$ cat src/core/usbm_pkg.sv
// constants, register map and carrier types of the endpoint ram manager
// assumes a 32-bit apb slave clocked by pclk at 20 MHz
package usbm_pkg;

  // ****************************************
  // geometry
  // ****************************************
  localparam int NUM_EP = 7;
  localparam logic [14:0] RAM_BYTES = 15'h1000;
  localparam logic [12:0] MIN_EP_BYTES = 13'h0008;
  localparam logic [2:0] EP0_MAX_SIZE_CODE = 3'h3;
  localparam logic [8:0] BURST_CAP_BULK = 9'h080;
  localparam logic [8:0] BURST_CAP_ISO = 9'h100;
  localparam logic [13:0] ADDR_BYTE_STEP = 14'h0004;
  localparam logic [1:0] CTRL_BANKS = 2'h1;
  // allowed banks per endpoint, endpoint 0 in the low slot
  localparam logic [NUM_EP-1:0][1:0] MAX_BANKS = {2'h3, 2'h3, 2'h3, 2'h3, 2'h2, 2'h2, 2'h1};

  // ****************************************
  // register map (byte addresses)
  // ****************************************
  localparam logic [11:0] ADDR_PORT_CTRL = 12'h000;
  localparam logic [3:0] EP_PAGE = 4'h1;
  localparam logic [2:0] EP_CFG = 3'h0;
  localparam logic [2:0] EP_CTL_ENABLE = 3'h1;
  localparam logic [2:0] EP_CTL_DISABLE = 3'h2;
  localparam logic [2:0] EP_CTL = 3'h3;
  localparam logic [2:0] EP_DMA = 3'h4;

  // ****************************************
  // types
  // ****************************************
  typedef enum logic [1:0] {
    USBM_CONTROL,
    USBM_ISO,
    USBM_BULK,
    USBM_INTERRUPT
  } usbm_type_t;

  typedef struct packed {
    logic [1:0] transactions_per_microframe;
    logic [1:0] bank_count_field;
    usbm_type_t endpoint_type_field;
    logic endpoint_direction_field;
    logic [2:0] endpoint_size_field;
  } usbm_cfg_t;

  typedef struct packed {
    logic rx_packet_ready;
    logic tx_packet_ready;
    logic auto_valid;
    logic endpoint_enable_bit;
  } usbm_ctl_t;

  typedef struct packed {
    logic [15:0] buff_length;
    logic [14:0] unused;
    logic channel_enable;
  } usbm_dma_t;

  typedef struct packed {
    logic [2:0] ep;
    logic [15:0] offset;
    logic write;
  } usbm_win_t;

endpackage

$ cat src/core/usbm_endpoint_ram_manager.sv
// endpoint configuration, packet ram allocation, window aliasing and dma burst sizing
// assumes an apb master on pclk; packet, window and dma strobes come from logic on pclk;
// only the end-of-bus-reset event arrives from the transceiver domain
//
// Our own choices: the placing of the registers and the APB slave port.
`timescale 1ns/1ps
`default_nettype none

module usbm_endpoint_ram_manager (
  input wire logic pclk,
  input wire logic presetn,
  input wire logic psel,
  input wire logic penable,
  input wire logic pwrite,
  input wire logic [11:0] paddr,
  input wire logic [31:0] pwdata,
  output logic [31:0] prdata,
  output logic pready,
  output logic pslverr,
  input wire logic bus_reset_end,
  input wire usbm_pkg::usbm_win_t win,
  input wire logic [usbm_pkg::NUM_EP-1:0] tx_sent,
  input wire logic [usbm_pkg::NUM_EP-1:0] rx_stored,
  input wire logic [2:0] dma_ep,
  input wire logic dma_start,
  input wire logic [31:0] dma_start_addr,
  input wire logic dma_beat,
  output logic device_port_enable,
  output logic [usbm_pkg::NUM_EP-1:0] ep_active,
  output logic [usbm_pkg::NUM_EP-1:0] endpoint_mapped_flag,
  output logic [11:0] packet_ram_addr,
  output logic [usbm_pkg::NUM_EP-1:0] bank_validate,
  output logic [usbm_pkg::NUM_EP-1:0] packet_event,
  output logic [31:0] dma_addr,
  output logic [8:0] dma_burst_words
);

  // ****************************************
  // state
  // ****************************************
  typedef struct packed {
    usbm_pkg::usbm_cfg_t [usbm_pkg::NUM_EP-1:0] cfg;
    usbm_pkg::usbm_ctl_t [usbm_pkg::NUM_EP-1:0] ctl;
    usbm_pkg::usbm_dma_t [usbm_pkg::NUM_EP-1:0] dma;
    logic [usbm_pkg::NUM_EP-1:0][12:0] base;
    logic [usbm_pkg::NUM_EP-1:0] mapped;
    logic [usbm_pkg::NUM_EP-1:0] active;
    logic ep0_live;
    logic port_en;
    logic [2:0] rst_sync;
    logic [31:0] prdata;
    logic pready;
    logic pslverr;
    logic [11:0] ram_addr;
    logic [usbm_pkg::NUM_EP-1:0] validate;
    logic [usbm_pkg::NUM_EP-1:0] event_pulse;
    logic [31:0] dma_addr;
    logic [8:0] burst;
  } usbm_state_t;

  usbm_state_t s;
  usbm_state_t next_s;

  // ****************************************
  // helpers
  // ****************************************
  function automatic logic [12:0] usbm_size_bytes(input logic [2:0] code);
    usbm_size_bytes = usbm_pkg::MIN_EP_BYTES << code;
  endfunction

  function automatic logic [12:0] usbm_alloc_bytes(input usbm_pkg::usbm_cfg_t c);
    logic [14:0] prod;
    prod = 15'(c.bank_count_field) * 15'(usbm_size_bytes(c.endpoint_size_field));
    usbm_alloc_bytes = prod[12:0];
  endfunction

  function automatic logic usbm_ep_hit(input logic [11:0] a);
    usbm_ep_hit = (a[11:8] == usbm_pkg::EP_PAGE) && (32'(a[7:5]) < usbm_pkg::NUM_EP) && (a[1:0] == 2'h0);
  endfunction

  // fit check for one endpoint against its own limits
  function automatic logic usbm_fits(input usbm_pkg::usbm_cfg_t c, input logic [1:0] max_banks, input logic ep0);
    logic ok;
    ok = (c.bank_count_field != 2'h0) && (c.bank_count_field <= max_banks);
    if (c.endpoint_type_field == usbm_pkg::USBM_CONTROL) begin
      ok = ok && (c.bank_count_field == usbm_pkg::CTRL_BANKS);
    end
    if (ep0) begin
      ok = ok && (c.endpoint_size_field <= usbm_pkg::EP0_MAX_SIZE_CODE);
    end
    usbm_fits = ok;
  endfunction

  // ****************************************
  // next state
  // ****************************************
  logic [2:0] widx;
  logic [2:0] ridx;
  logic [2:0] ep_reg;
  usbm_pkg::usbm_cfg_t new_cfg;
  logic [14:0] demand;
  logic [12:0] new_alloc;
  logic [12:0] prev_end;
  logic [12:0] win_alloc;
  logic [12:0] win_size;
  logic [15:0] win_phys;
  logic [15:0] ep_words;
  logic [15:0] len_words;
  logic [15:0] cap_words;
  logic [15:0] burst_words;
  logic old_alloc;
  logic now_alloc;

  always_comb begin
    next_s = s;
    widx = paddr[7:5];
    ridx = paddr[7:5];
    ep_reg = paddr[4:2];
    new_cfg = usbm_pkg::usbm_cfg_t'(pwdata[$bits(usbm_pkg::usbm_cfg_t)-1:0]);
    demand = 15'h0000;
    new_alloc = 13'h0000;
    prev_end = 13'h0000;
    win_alloc = 13'h0000;
    win_size = 13'h0000;
    win_phys = 16'h0000;
    ep_words = 16'h0000;
    len_words = 16'h0000;
    cap_words = 16'h0000;
    burst_words = 16'h0000;
    old_alloc = 1'b0;
    now_alloc = 1'b0;
    next_s.validate = '0;
    next_s.event_pulse = '0;

    // ****************************************
    // bus reset end synchroniser
    // ****************************************
    // only the second and third stages are looked at; the third holds its old value for edge detection
    next_s.rst_sync = {s.rst_sync[1], s.rst_sync[0], bus_reset_end};

    // ****************************************
    // register bus and allocation
    // ****************************************
    // apb: answer in the access cycle, zero wait states
    if (psel && !penable) begin
      next_s.pready = 1'b1;
      next_s.pslverr = 1'b0;
      next_s.prdata = 32'h0000_0000;
      if (paddr == usbm_pkg::ADDR_PORT_CTRL) begin
        next_s.prdata = {31'h0, s.port_en};
      end else if (usbm_ep_hit(paddr)) begin
        case (ep_reg)
          usbm_pkg::EP_CFG: next_s.prdata = {s.mapped[ridx], 21'h0, s.cfg[ridx]};
          usbm_pkg::EP_CTL_ENABLE, usbm_pkg::EP_CTL_DISABLE: next_s.prdata = 32'h0000_0000;
          usbm_pkg::EP_CTL: next_s.prdata = {27'h0, s.active[ridx], s.ctl[ridx]};
          usbm_pkg::EP_DMA: next_s.prdata = s.dma[ridx];
          default: next_s.pslverr = 1'b1;
        endcase
      end else begin
        next_s.pslverr = 1'b1;
      end
    end else if (psel && penable && s.pready) begin
      next_s.pready = 1'b0;
      next_s.pslverr = 1'b0;
      if (pwrite && !s.pslverr) begin
        if (paddr == usbm_pkg::ADDR_PORT_CTRL) begin
          next_s.port_en = pwdata[0];
        end else begin
          case (ep_reg)
            usbm_pkg::EP_CFG: begin
              if (widx == 3'h0) begin
                new_cfg.endpoint_type_field = usbm_pkg::USBM_CONTROL;
              end
              old_alloc = (s.cfg[widx].bank_count_field != 2'h0);
              now_alloc = (new_cfg.bank_count_field != 2'h0);
              new_alloc = usbm_alloc_bytes(new_cfg);
              if (widx != 3'h0) begin
                prev_end = s.base[widx-3'h1] + usbm_alloc_bytes(s.cfg[widx-3'h1]);
              end
              // total demand up to and including this endpoint; overlaps are not looked at
              for (int i = 0; i < usbm_pkg::NUM_EP; i++) begin
                if (i < 32'(widx)) begin
                  demand = demand + 15'(usbm_alloc_bytes(s.cfg[i]));
                end
              end
              demand = demand + 15'(new_alloc);
              next_s.cfg[widx] = new_cfg;
              next_s.mapped[widx] = usbm_fits(new_cfg, usbm_pkg::MAX_BANKS[widx], widx == 3'h0)
                                    && (demand <= usbm_pkg::RAM_BYTES);
              // only this endpoint and the one above move; lower ones never do
              if (now_alloc) begin
                next_s.base[widx] = prev_end;
                if (32'(widx) < usbm_pkg::NUM_EP - 1) begin
                  next_s.base[widx+3'h1] = prev_end + new_alloc;
                end
              end else if (old_alloc) begin
                next_s.mapped[widx] = 1'b0;
                if (32'(widx) < usbm_pkg::NUM_EP - 1) begin
                  next_s.base[widx+3'h1] = s.base[widx];
                end
              end
            end
            usbm_pkg::EP_CTL_ENABLE: begin
              next_s.ctl[widx] = s.ctl[widx] | usbm_pkg::usbm_ctl_t'(pwdata[3:0]);
            end
            usbm_pkg::EP_CTL_DISABLE: begin
              // configuration and ram area are left alone
              next_s.ctl[widx] = s.ctl[widx] & ~usbm_pkg::usbm_ctl_t'(pwdata[3:0]);
            end
            usbm_pkg::EP_DMA: next_s.dma[widx] = usbm_pkg::usbm_dma_t'(pwdata);
            default: next_s.port_en = s.port_en;
          endcase
        end
      end
    end

    // ****************************************
    // endpoint activity and packet events
    // ****************************************
    // endpoint 0 goes live only at the end of bus reset, and only if ready then
    if (s.rst_sync[1] && !s.rst_sync[2]) begin
      next_s.ep0_live = s.ctl[0].endpoint_enable_bit && s.mapped[0];
    end else if (!s.ctl[0].endpoint_enable_bit) begin
      next_s.ep0_live = 1'b0;
    end
    for (int i = 0; i < usbm_pkg::NUM_EP; i++) begin
      if (i == 0) begin
        next_s.active[i] = s.port_en && s.ep0_live;
      end else begin
        next_s.active[i] = s.port_en && s.ctl[i].endpoint_enable_bit && s.mapped[i];
      end
      // status stages raise the same per-packet events as data stages
      if (s.active[i] && !s.dma[i].channel_enable) begin
        next_s.event_pulse[i] = (tx_sent[i] && s.ctl[i].tx_packet_ready)
                              || (rx_stored[i] && s.ctl[i].rx_packet_ready);
      end
    end

    // ****************************************
    // logical window
    // ****************************************
    // window: the physical block repeats over the whole 64 KB offset range
    // an endpoint number past the last one reads as unallocated, never as unknown
    if (32'(win.ep) < usbm_pkg::NUM_EP) begin
      win_alloc = usbm_alloc_bytes(s.cfg[win.ep]);
      win_size = usbm_size_bytes(s.cfg[win.ep].endpoint_size_field);
    end
    if (win_alloc != 13'h0000) begin
      win_phys = 16'(s.base[win.ep]) + (win.offset % 16'(win_alloc));
      // a write of the last byte of a bank hands the bank over
      if (win.write && s.ctl[win.ep].auto_valid && s.active[win.ep]
          && ((win.offset % 16'(win_size)) == 16'(win_size - 13'h0001))) begin
        next_s.validate[win.ep] = 1'b1;
      end
    end
    next_s.ram_addr = win_phys[11:0];

    // ****************************************
    // dma burst and address
    // ****************************************
    // dma burst length is the least of type cap, endpoint size and buffer length
    // an endpoint number past the last one gives a zero burst
    if (32'(dma_ep) < usbm_pkg::NUM_EP) begin
      ep_words = 16'(usbm_size_bytes(s.cfg[dma_ep].endpoint_size_field) >> 2);
      len_words = (s.dma[dma_ep].buff_length >> 2) + 16'(s.dma[dma_ep].buff_length[1:0] != 2'h0);
      cap_words = (s.cfg[dma_ep].endpoint_type_field == usbm_pkg::USBM_ISO) ?
                  16'(usbm_pkg::BURST_CAP_ISO) : 16'(usbm_pkg::BURST_CAP_BULK);
    end
    burst_words = (ep_words < len_words) ? ep_words : len_words;
    if (cap_words < burst_words) begin
      burst_words = cap_words;
    end
    next_s.burst = burst_words[8:0];
    if (dma_start) begin
      next_s.dma_addr = dma_start_addr;
    end else if (dma_beat) begin
      next_s.dma_addr = s.dma_addr + 32'(usbm_pkg::ADDR_BYTE_STEP);
    end
  end

  // ****************************************
  // registers
  // ****************************************
  always_ff @(posedge pclk or negedge presetn) begin
    if (!presetn) begin
      s <= '0;
    end else begin
      s <= next_s;
    end
  end

  assign prdata = s.prdata;
  assign pready = s.pready;
  assign pslverr = s.pslverr;
  assign device_port_enable = s.port_en;
  assign ep_active = s.active;
  assign endpoint_mapped_flag = s.mapped;
  assign packet_ram_addr = s.ram_addr;
  assign bank_validate = s.validate;
  assign packet_event = s.event_pulse;
  assign dma_addr = s.dma_addr;
  assign dma_burst_words = s.burst;

endmodule

`default_nettype wire

$ cat config.mk
export PLATFORM = sky130hd
export DESIGN_NAME = usbm_endpoint_ram_manager
export DESIGN_NICKNAME = d
export VERILOG_FILES = /design/src/core/usbm_pkg.sv /design/src/core/usbm_endpoint_ram_manager.sv
export SDC_FILE = /design/constraint.sdc
export NUM_CORES = 2
export LEC_CHECK = 0
export BUFFER_PORTS_ARGS = -buffer_cell sky130_fd_sc_hd__buf_2
export CAP_MARGIN = 20
export CORE_ASPECT_RATIO = 1.1
export CORE_MARGIN = 2
export CORE_UTILIZATION = 55
export DETAILED_ROUTE_END_ITERATION = 12
export PLACE_DENSITY = 0.82
export SYNTH_ARGS = -nofsm -noshare
export SYNTH_HDL_FRONTEND = slang
export SYNTH_SLANG_ARGS = --single-unit
$ cat constraint.sdc
create_clock -name pclk -period 34.8 [get_ports pclk]
set_clock_uncertainty 0.05 [all_clocks]
set_input_delay 1.74 -clock pclk [delete_from_list [all_inputs] [get_ports pclk]]
set_output_delay 1.74 -clock pclk [all_outputs]
set_load 0.05 [all_outputs]
======== Word level (Yosys, flattened, before mapping) ========
Memory sizes are Yosys's and may differ from the RTL's.
Cells that the tools add are included.
Widths: inputs -> output; s select.
cells by class
  bitwise logic cells ..................... 7
  shift operators ......................... 11
  order comparisons ....................... 24
  div/mod/pow operators ................... 2
  multiply operators ...................... 10
  multiplexer cells ....................... 153
  reduce and logical (&&, ||, !) cells .... 90
  add/sub/neg operators ................... 15
  equality and inequality tests ........... 9
operators by type and width
  kind                   number
  $mux 15                43
  $bwmux 91              3
  $mux 91                3
  $bwmux 224             1
  $mux 32                7
  $bmux 32 s3            2
  $mux 13                13
  $shl 4x3->13 const A   11
  $mul 2x13->13          10
  $bmux 10 s3            4
  $bmux 13 s3            3
  $add 15x13->15         7
  $mux 98                1
  $demux 32 s3           1
  $pmux 32 s3            1
  $demux 13 s3           2
  $bwmux 70              1
  $bwmux 28              2
  $pmux 28 s2            1
  $logic_and 1x1->1      52
  $add 32x3->32 const B  1
  $mod 16x13->16         2
  $demux 10 s3           1
  $mux 1                 29
  56 further kinds       120
storage, ports and cells
  flip-flop bits (word level) ............. 533
  memories ................................ 1
  word-level logic and storage cells ...... 426
  input bits .............................. 121
  output and inout port bits .............. 116
  memory bits (read-only) ................. 16
memories
  memory            depth  width  rd ports  clocked after memory_dff  wr ports  RTL line                          RTL
  (name not given)  8      2      1         0                         0         usbm_endpoint_ram_manager.sv:188  next_s.mapped[widx] = usbm_fits(new_cfg, usbm_pkg::MAX_BANKS[widx], widx == 3'h0)

======== Longest topological paths before layout ========
  word-level depth ........................ 57
  gate-level depth with buffers ........... 170
  depth with buffers taken out ............ 163

======== Worst setup path after synthesis ========
Ideal clock, no wire load.
  path type ............................... input to register
  from .................................... input port win[19] (netlist bit)
  to ...................................... register s (netlist bit packet_ram_addr[11])
  buffers on the path ..................... 10
  required time ........................... 34624 ps
  library setup time ...................... 126 ps
  cell stages on the path ................. 158
  arrival time ............................ 30110 ps
  slack ................................... 4514 ps
  cell sequence ........................... buf_6 > mux2_1 > o22a_1 > and3_1 > buf_6 > clkbuf_1 > or2_2 > nor2_1 > ha_1 > inv_1 > fa_1 > nor2b_1 > o21ai_0 > a21boi_0 > o21ai_0 > a32oi_1 > o31a_1 > nor2_1 > [122 not listed] > nand3_1 > mux2_2 > nand2_1 > buf_2 > o21ai_0 > ha_1 > a21o_1 > a21oi_1 > o21bai_1 > a21oi_1 > o21bai_1 > a21oi_1 > o21bai_1 > a21oi_1 > xor2_1 > nor3b_1 > mux2i_1 > nand3_1
RTL lines
  what                  RTL line                          RTL
  start, declared       usbm_endpoint_ram_manager.sv:21   input wire usbm_pkg::usbm_win_t win,
  end signal, assigned  usbm_endpoint_ram_manager.sv:288  s <= next_s;
  end, declared         usbm_endpoint_ram_manager.sv:61   usbm_state_t s;

==> results.md <==
* Antenna violations before repair at 15
* Pin count of the biggest net entering global routing at between 150 and 200
* Routed len/inst at approximately 23 um
* Placement row count at 110
* Setup_tns at 0 ns
* Max-slew headroom at between 10% and 20%
* Post-synthesis sequential area ratio at about 29%
* Ys Warns at 0
* Max FO, Critical Path at 34
* GRT overflow at 0
* Final min period at 32.18 ns
* Slowest stage delay, CP at roughly 0.42 ns
* Syn Area/Cell at 8.70 um2
* Compound-cell area share of the yosys netlist at between 10% and 20%
* Adder-cell share of the synthesized area at a little over a tenth
* Vias at ~42k
* RePlAce Congestion at 0.991
* Initial core utilization at 55.4%
* Max cap viols at 0
* Final Hold Fails at 0
* Layout cells sized above 1 at 16.8%
* Synth top area cells: dfrtp_1 (29%), ha_1 (9.4%), mux2_2 (8.8%), nand2_1 (4.8%), nor2_1 (4.3%)
* Dominant synthesized flop cell: dfrtp_1
* Global-route wire length before repair at between 200 and 250 mm
* Cell Area, Synth at ~45000 um2
* WL final at approximately 150 mm
* Synth unique cells at ~100
* I/O pins at approximately 240
* Dpl cell area at 46400 um2
* Cts bufs inserted at between 50 and 60
* P&R area growth vs syn at 6.97%
* Post-synth EDFFs at 0
* Most common cell on crit path: o21a_1
* Worst Hold Class: reg2reg
* Critical path data required time at approximately 35 ns
* Final setup fails at 0
* Status: complete, no violations
* Crit path capture type: flop
* Chip width at 277 um
* Skew-Pair Late Insertion Delay at about 0.64 ns
* Final slew viol count at 0
* Post-synthesis xor/xnor area fraction at between 4 and 5%
* Area leader, netlist: dfrtp_1
* Residual DRC at 0
* Clock sinks at around 530
* CP arrival at roughly 33 ns
* Design area at 48300 um2
* Yosys reg bits at ~530
* Routed Antenna Nets at 0
* Simple-gate portion of the synthesized area at 16.0%
* Main combinational cell family by area after synthesis: compound AO/OA/AOI/OAI gates
* Setup WS post-layout at 2.62 ns
* Via density at 6.66
* Full die area at ~84000 um2
* Port-buffer cells at between 200 and 250
* Tcrit/Tclk final at between 90% and 100%
* Commonest cells after routing, fill and taps aside: nand2_1 (569), dfrtp_1 (526), nor2_1 (508)
* CTS tree: done
* Max Root-Sink Buffers at 3
* Kind of critical path: in2reg
* Tot GR Track Use at 33.8%
* Worst-path clk slew at 0.06 ns
* Mapped Cells at 5191
* Crit path launch type: input port
* Dpl ws at around 0.56 ns
* Tightest Pin Transition at between 1 and 1.5 ns
* DP HPWL at 103 mm
* Max stage delay cell, worst path: or3_1
* Mux cell area share after synthesis at between 10% and 20%
* Nets at 5657
* Htree depth at 2
* Async set-reset flop share out of synthesis at 100%
* DR pass1 iterations at 7
* Max Clk Rate at 31.1 MHz
* Core area at approximately 82000 um2
* Synth top area share at between 20 and 30%
* Most common cell after layout, fill and taps aside: nand2_1
* Starting DRT DRC Count at between 4k and 5k
* Final Core Density at between 50% and 60%
* Number of global-route vias before repair at 40.6k
* Die H at between 300 and 400 um
* Synthesized net count at roughly 5.7k
* Hold Buf Count CTS at 0
* Root buffer cell: clkbuf_16
area by class of cell:
class,count,area [um2]
Multi-Input combinational cell,4102,29600
Sequential cell,526,13200
Antenna cell,9,22.5
Timing Repair Buffer,299,1750
Clock inverter,15,235
Fill cell,6794,33300
Clock buffer,78,1560
Inverter,186,698
Tap cell,1064,1330
through the flow:
stage | hold WS (ns) | cells
2_1_floorplan | 0.281 | 5191
6_report | 0.299 | 6279
5_1_grt | 0.304 | 6277
4_1_cts | 0.301 | 6263
3_3_place_gp | 0.284 | 6170
3_5_place_dp | 0.287 | 6170
worst max-delay path: cells and delay by family:
| family | cells | cell delay [ns] |
|---|---|---|
| compound gates | 97 | 18.49 |
| simple gates | 29 | 5.23 |
| fa+ha+maj | 15 | 4.56 |
| mux | 5 | 1.54 |
| buf+inv | 5 | 0.73 |
| xor+xnor | 1 | 0.31 |
timing repair:
action / in CTS / in global routing
setup endpoints to repair: 0 / 9
buffers inserted: 0 / 2
hold endpoints to repair: 0 / 0
resized for setup: 0 / 21
per-layer routing:
layer  wire length (um)  track usage, %  up-vias
li1                   -               -    18600
met2              64900            52.6     2570
met5                 65           0.171        -
met1              53900            40.7    19900
met3              17300            9.64      697
met4              10900            22.9       10
cells by family after synthesis:
group                      after synthesis
and+or+nand+nor                       1619
AOI/OAI and AO/OA                     1343
buffers and inverters                  563
muxes                                  545
DFF                                    526
adders and majority gates              367
xor gates and xnor gates               228
sequential cells by signal, summed over array words and instances, names as in the netlist:
| register | flops |
|---|---|
| dma_burst_words | 9 |
| dma_addr | 32 |
| packet_event | 7 |
| endpoint_mapped_flag | 7 |
| pslverr | 1 |
| device_port_enable | 1 |
| prdata | 32 |
| packet_ram_addr | 12 |
| bank_validate | 7 |
| s | 408 |
| ep_active | 7 |
| next_s | 2 |
| pready | 1 |
cells in the mapped netlist, types with 30 or more instances:
cell,count
xor2_1,65
nand3_1,72
buf_1,42
or3_1,37
nor2b_1,44
clkbuf_1,208
a21o_1,57
inv_1,185
o21ai_0,347
xnor2_1,162
dfrtp_1,526
nor3_1,152
a31oi_1,32
o221ai_1,33
nor2_1,518
a221oi_1,69
o21bai_1,68
mux2_2,354
o21a_1,96
ha_1,341
mux4_2,57
buf_4,114
o211ai_1,30
nand2_1,577
a22oi_1,56
nand2b_1,70
mux2i_1,132
a21oi_1,328
worst paths after layout:
kind / startpoint / cells after the start / slack (ns) / to
max: win[18] / 152 / 2.62 / packet_ram_addr[11]$_DFF_PN0_
min: next_s[102]$_DFF_PN0_ / 0 / 0.30 / next_s[103]$_DFF_PN0_
max reg2reg: s[515]$_DFFE_PN0P_ / 151 / 3.58 / packet_ram_addr[11]$_DFF_PN0_
min reg2reg: next_s[102]$_DFF_PN0_ / 0 / 0.30 / next_s[103]$_DFF_PN0_
max in group asynchronous: presetn / 4 / 31.18 / s[509]$_DFFE_PN0P_
min in group asynchronous: presetn / 1 / 1.10 / prdata[17]$_DFFE_PN0P_
Power is left out: the tool's default activity adds up to more than one toggle a clock period on the data nets, which glitch-free logic cannot reach.
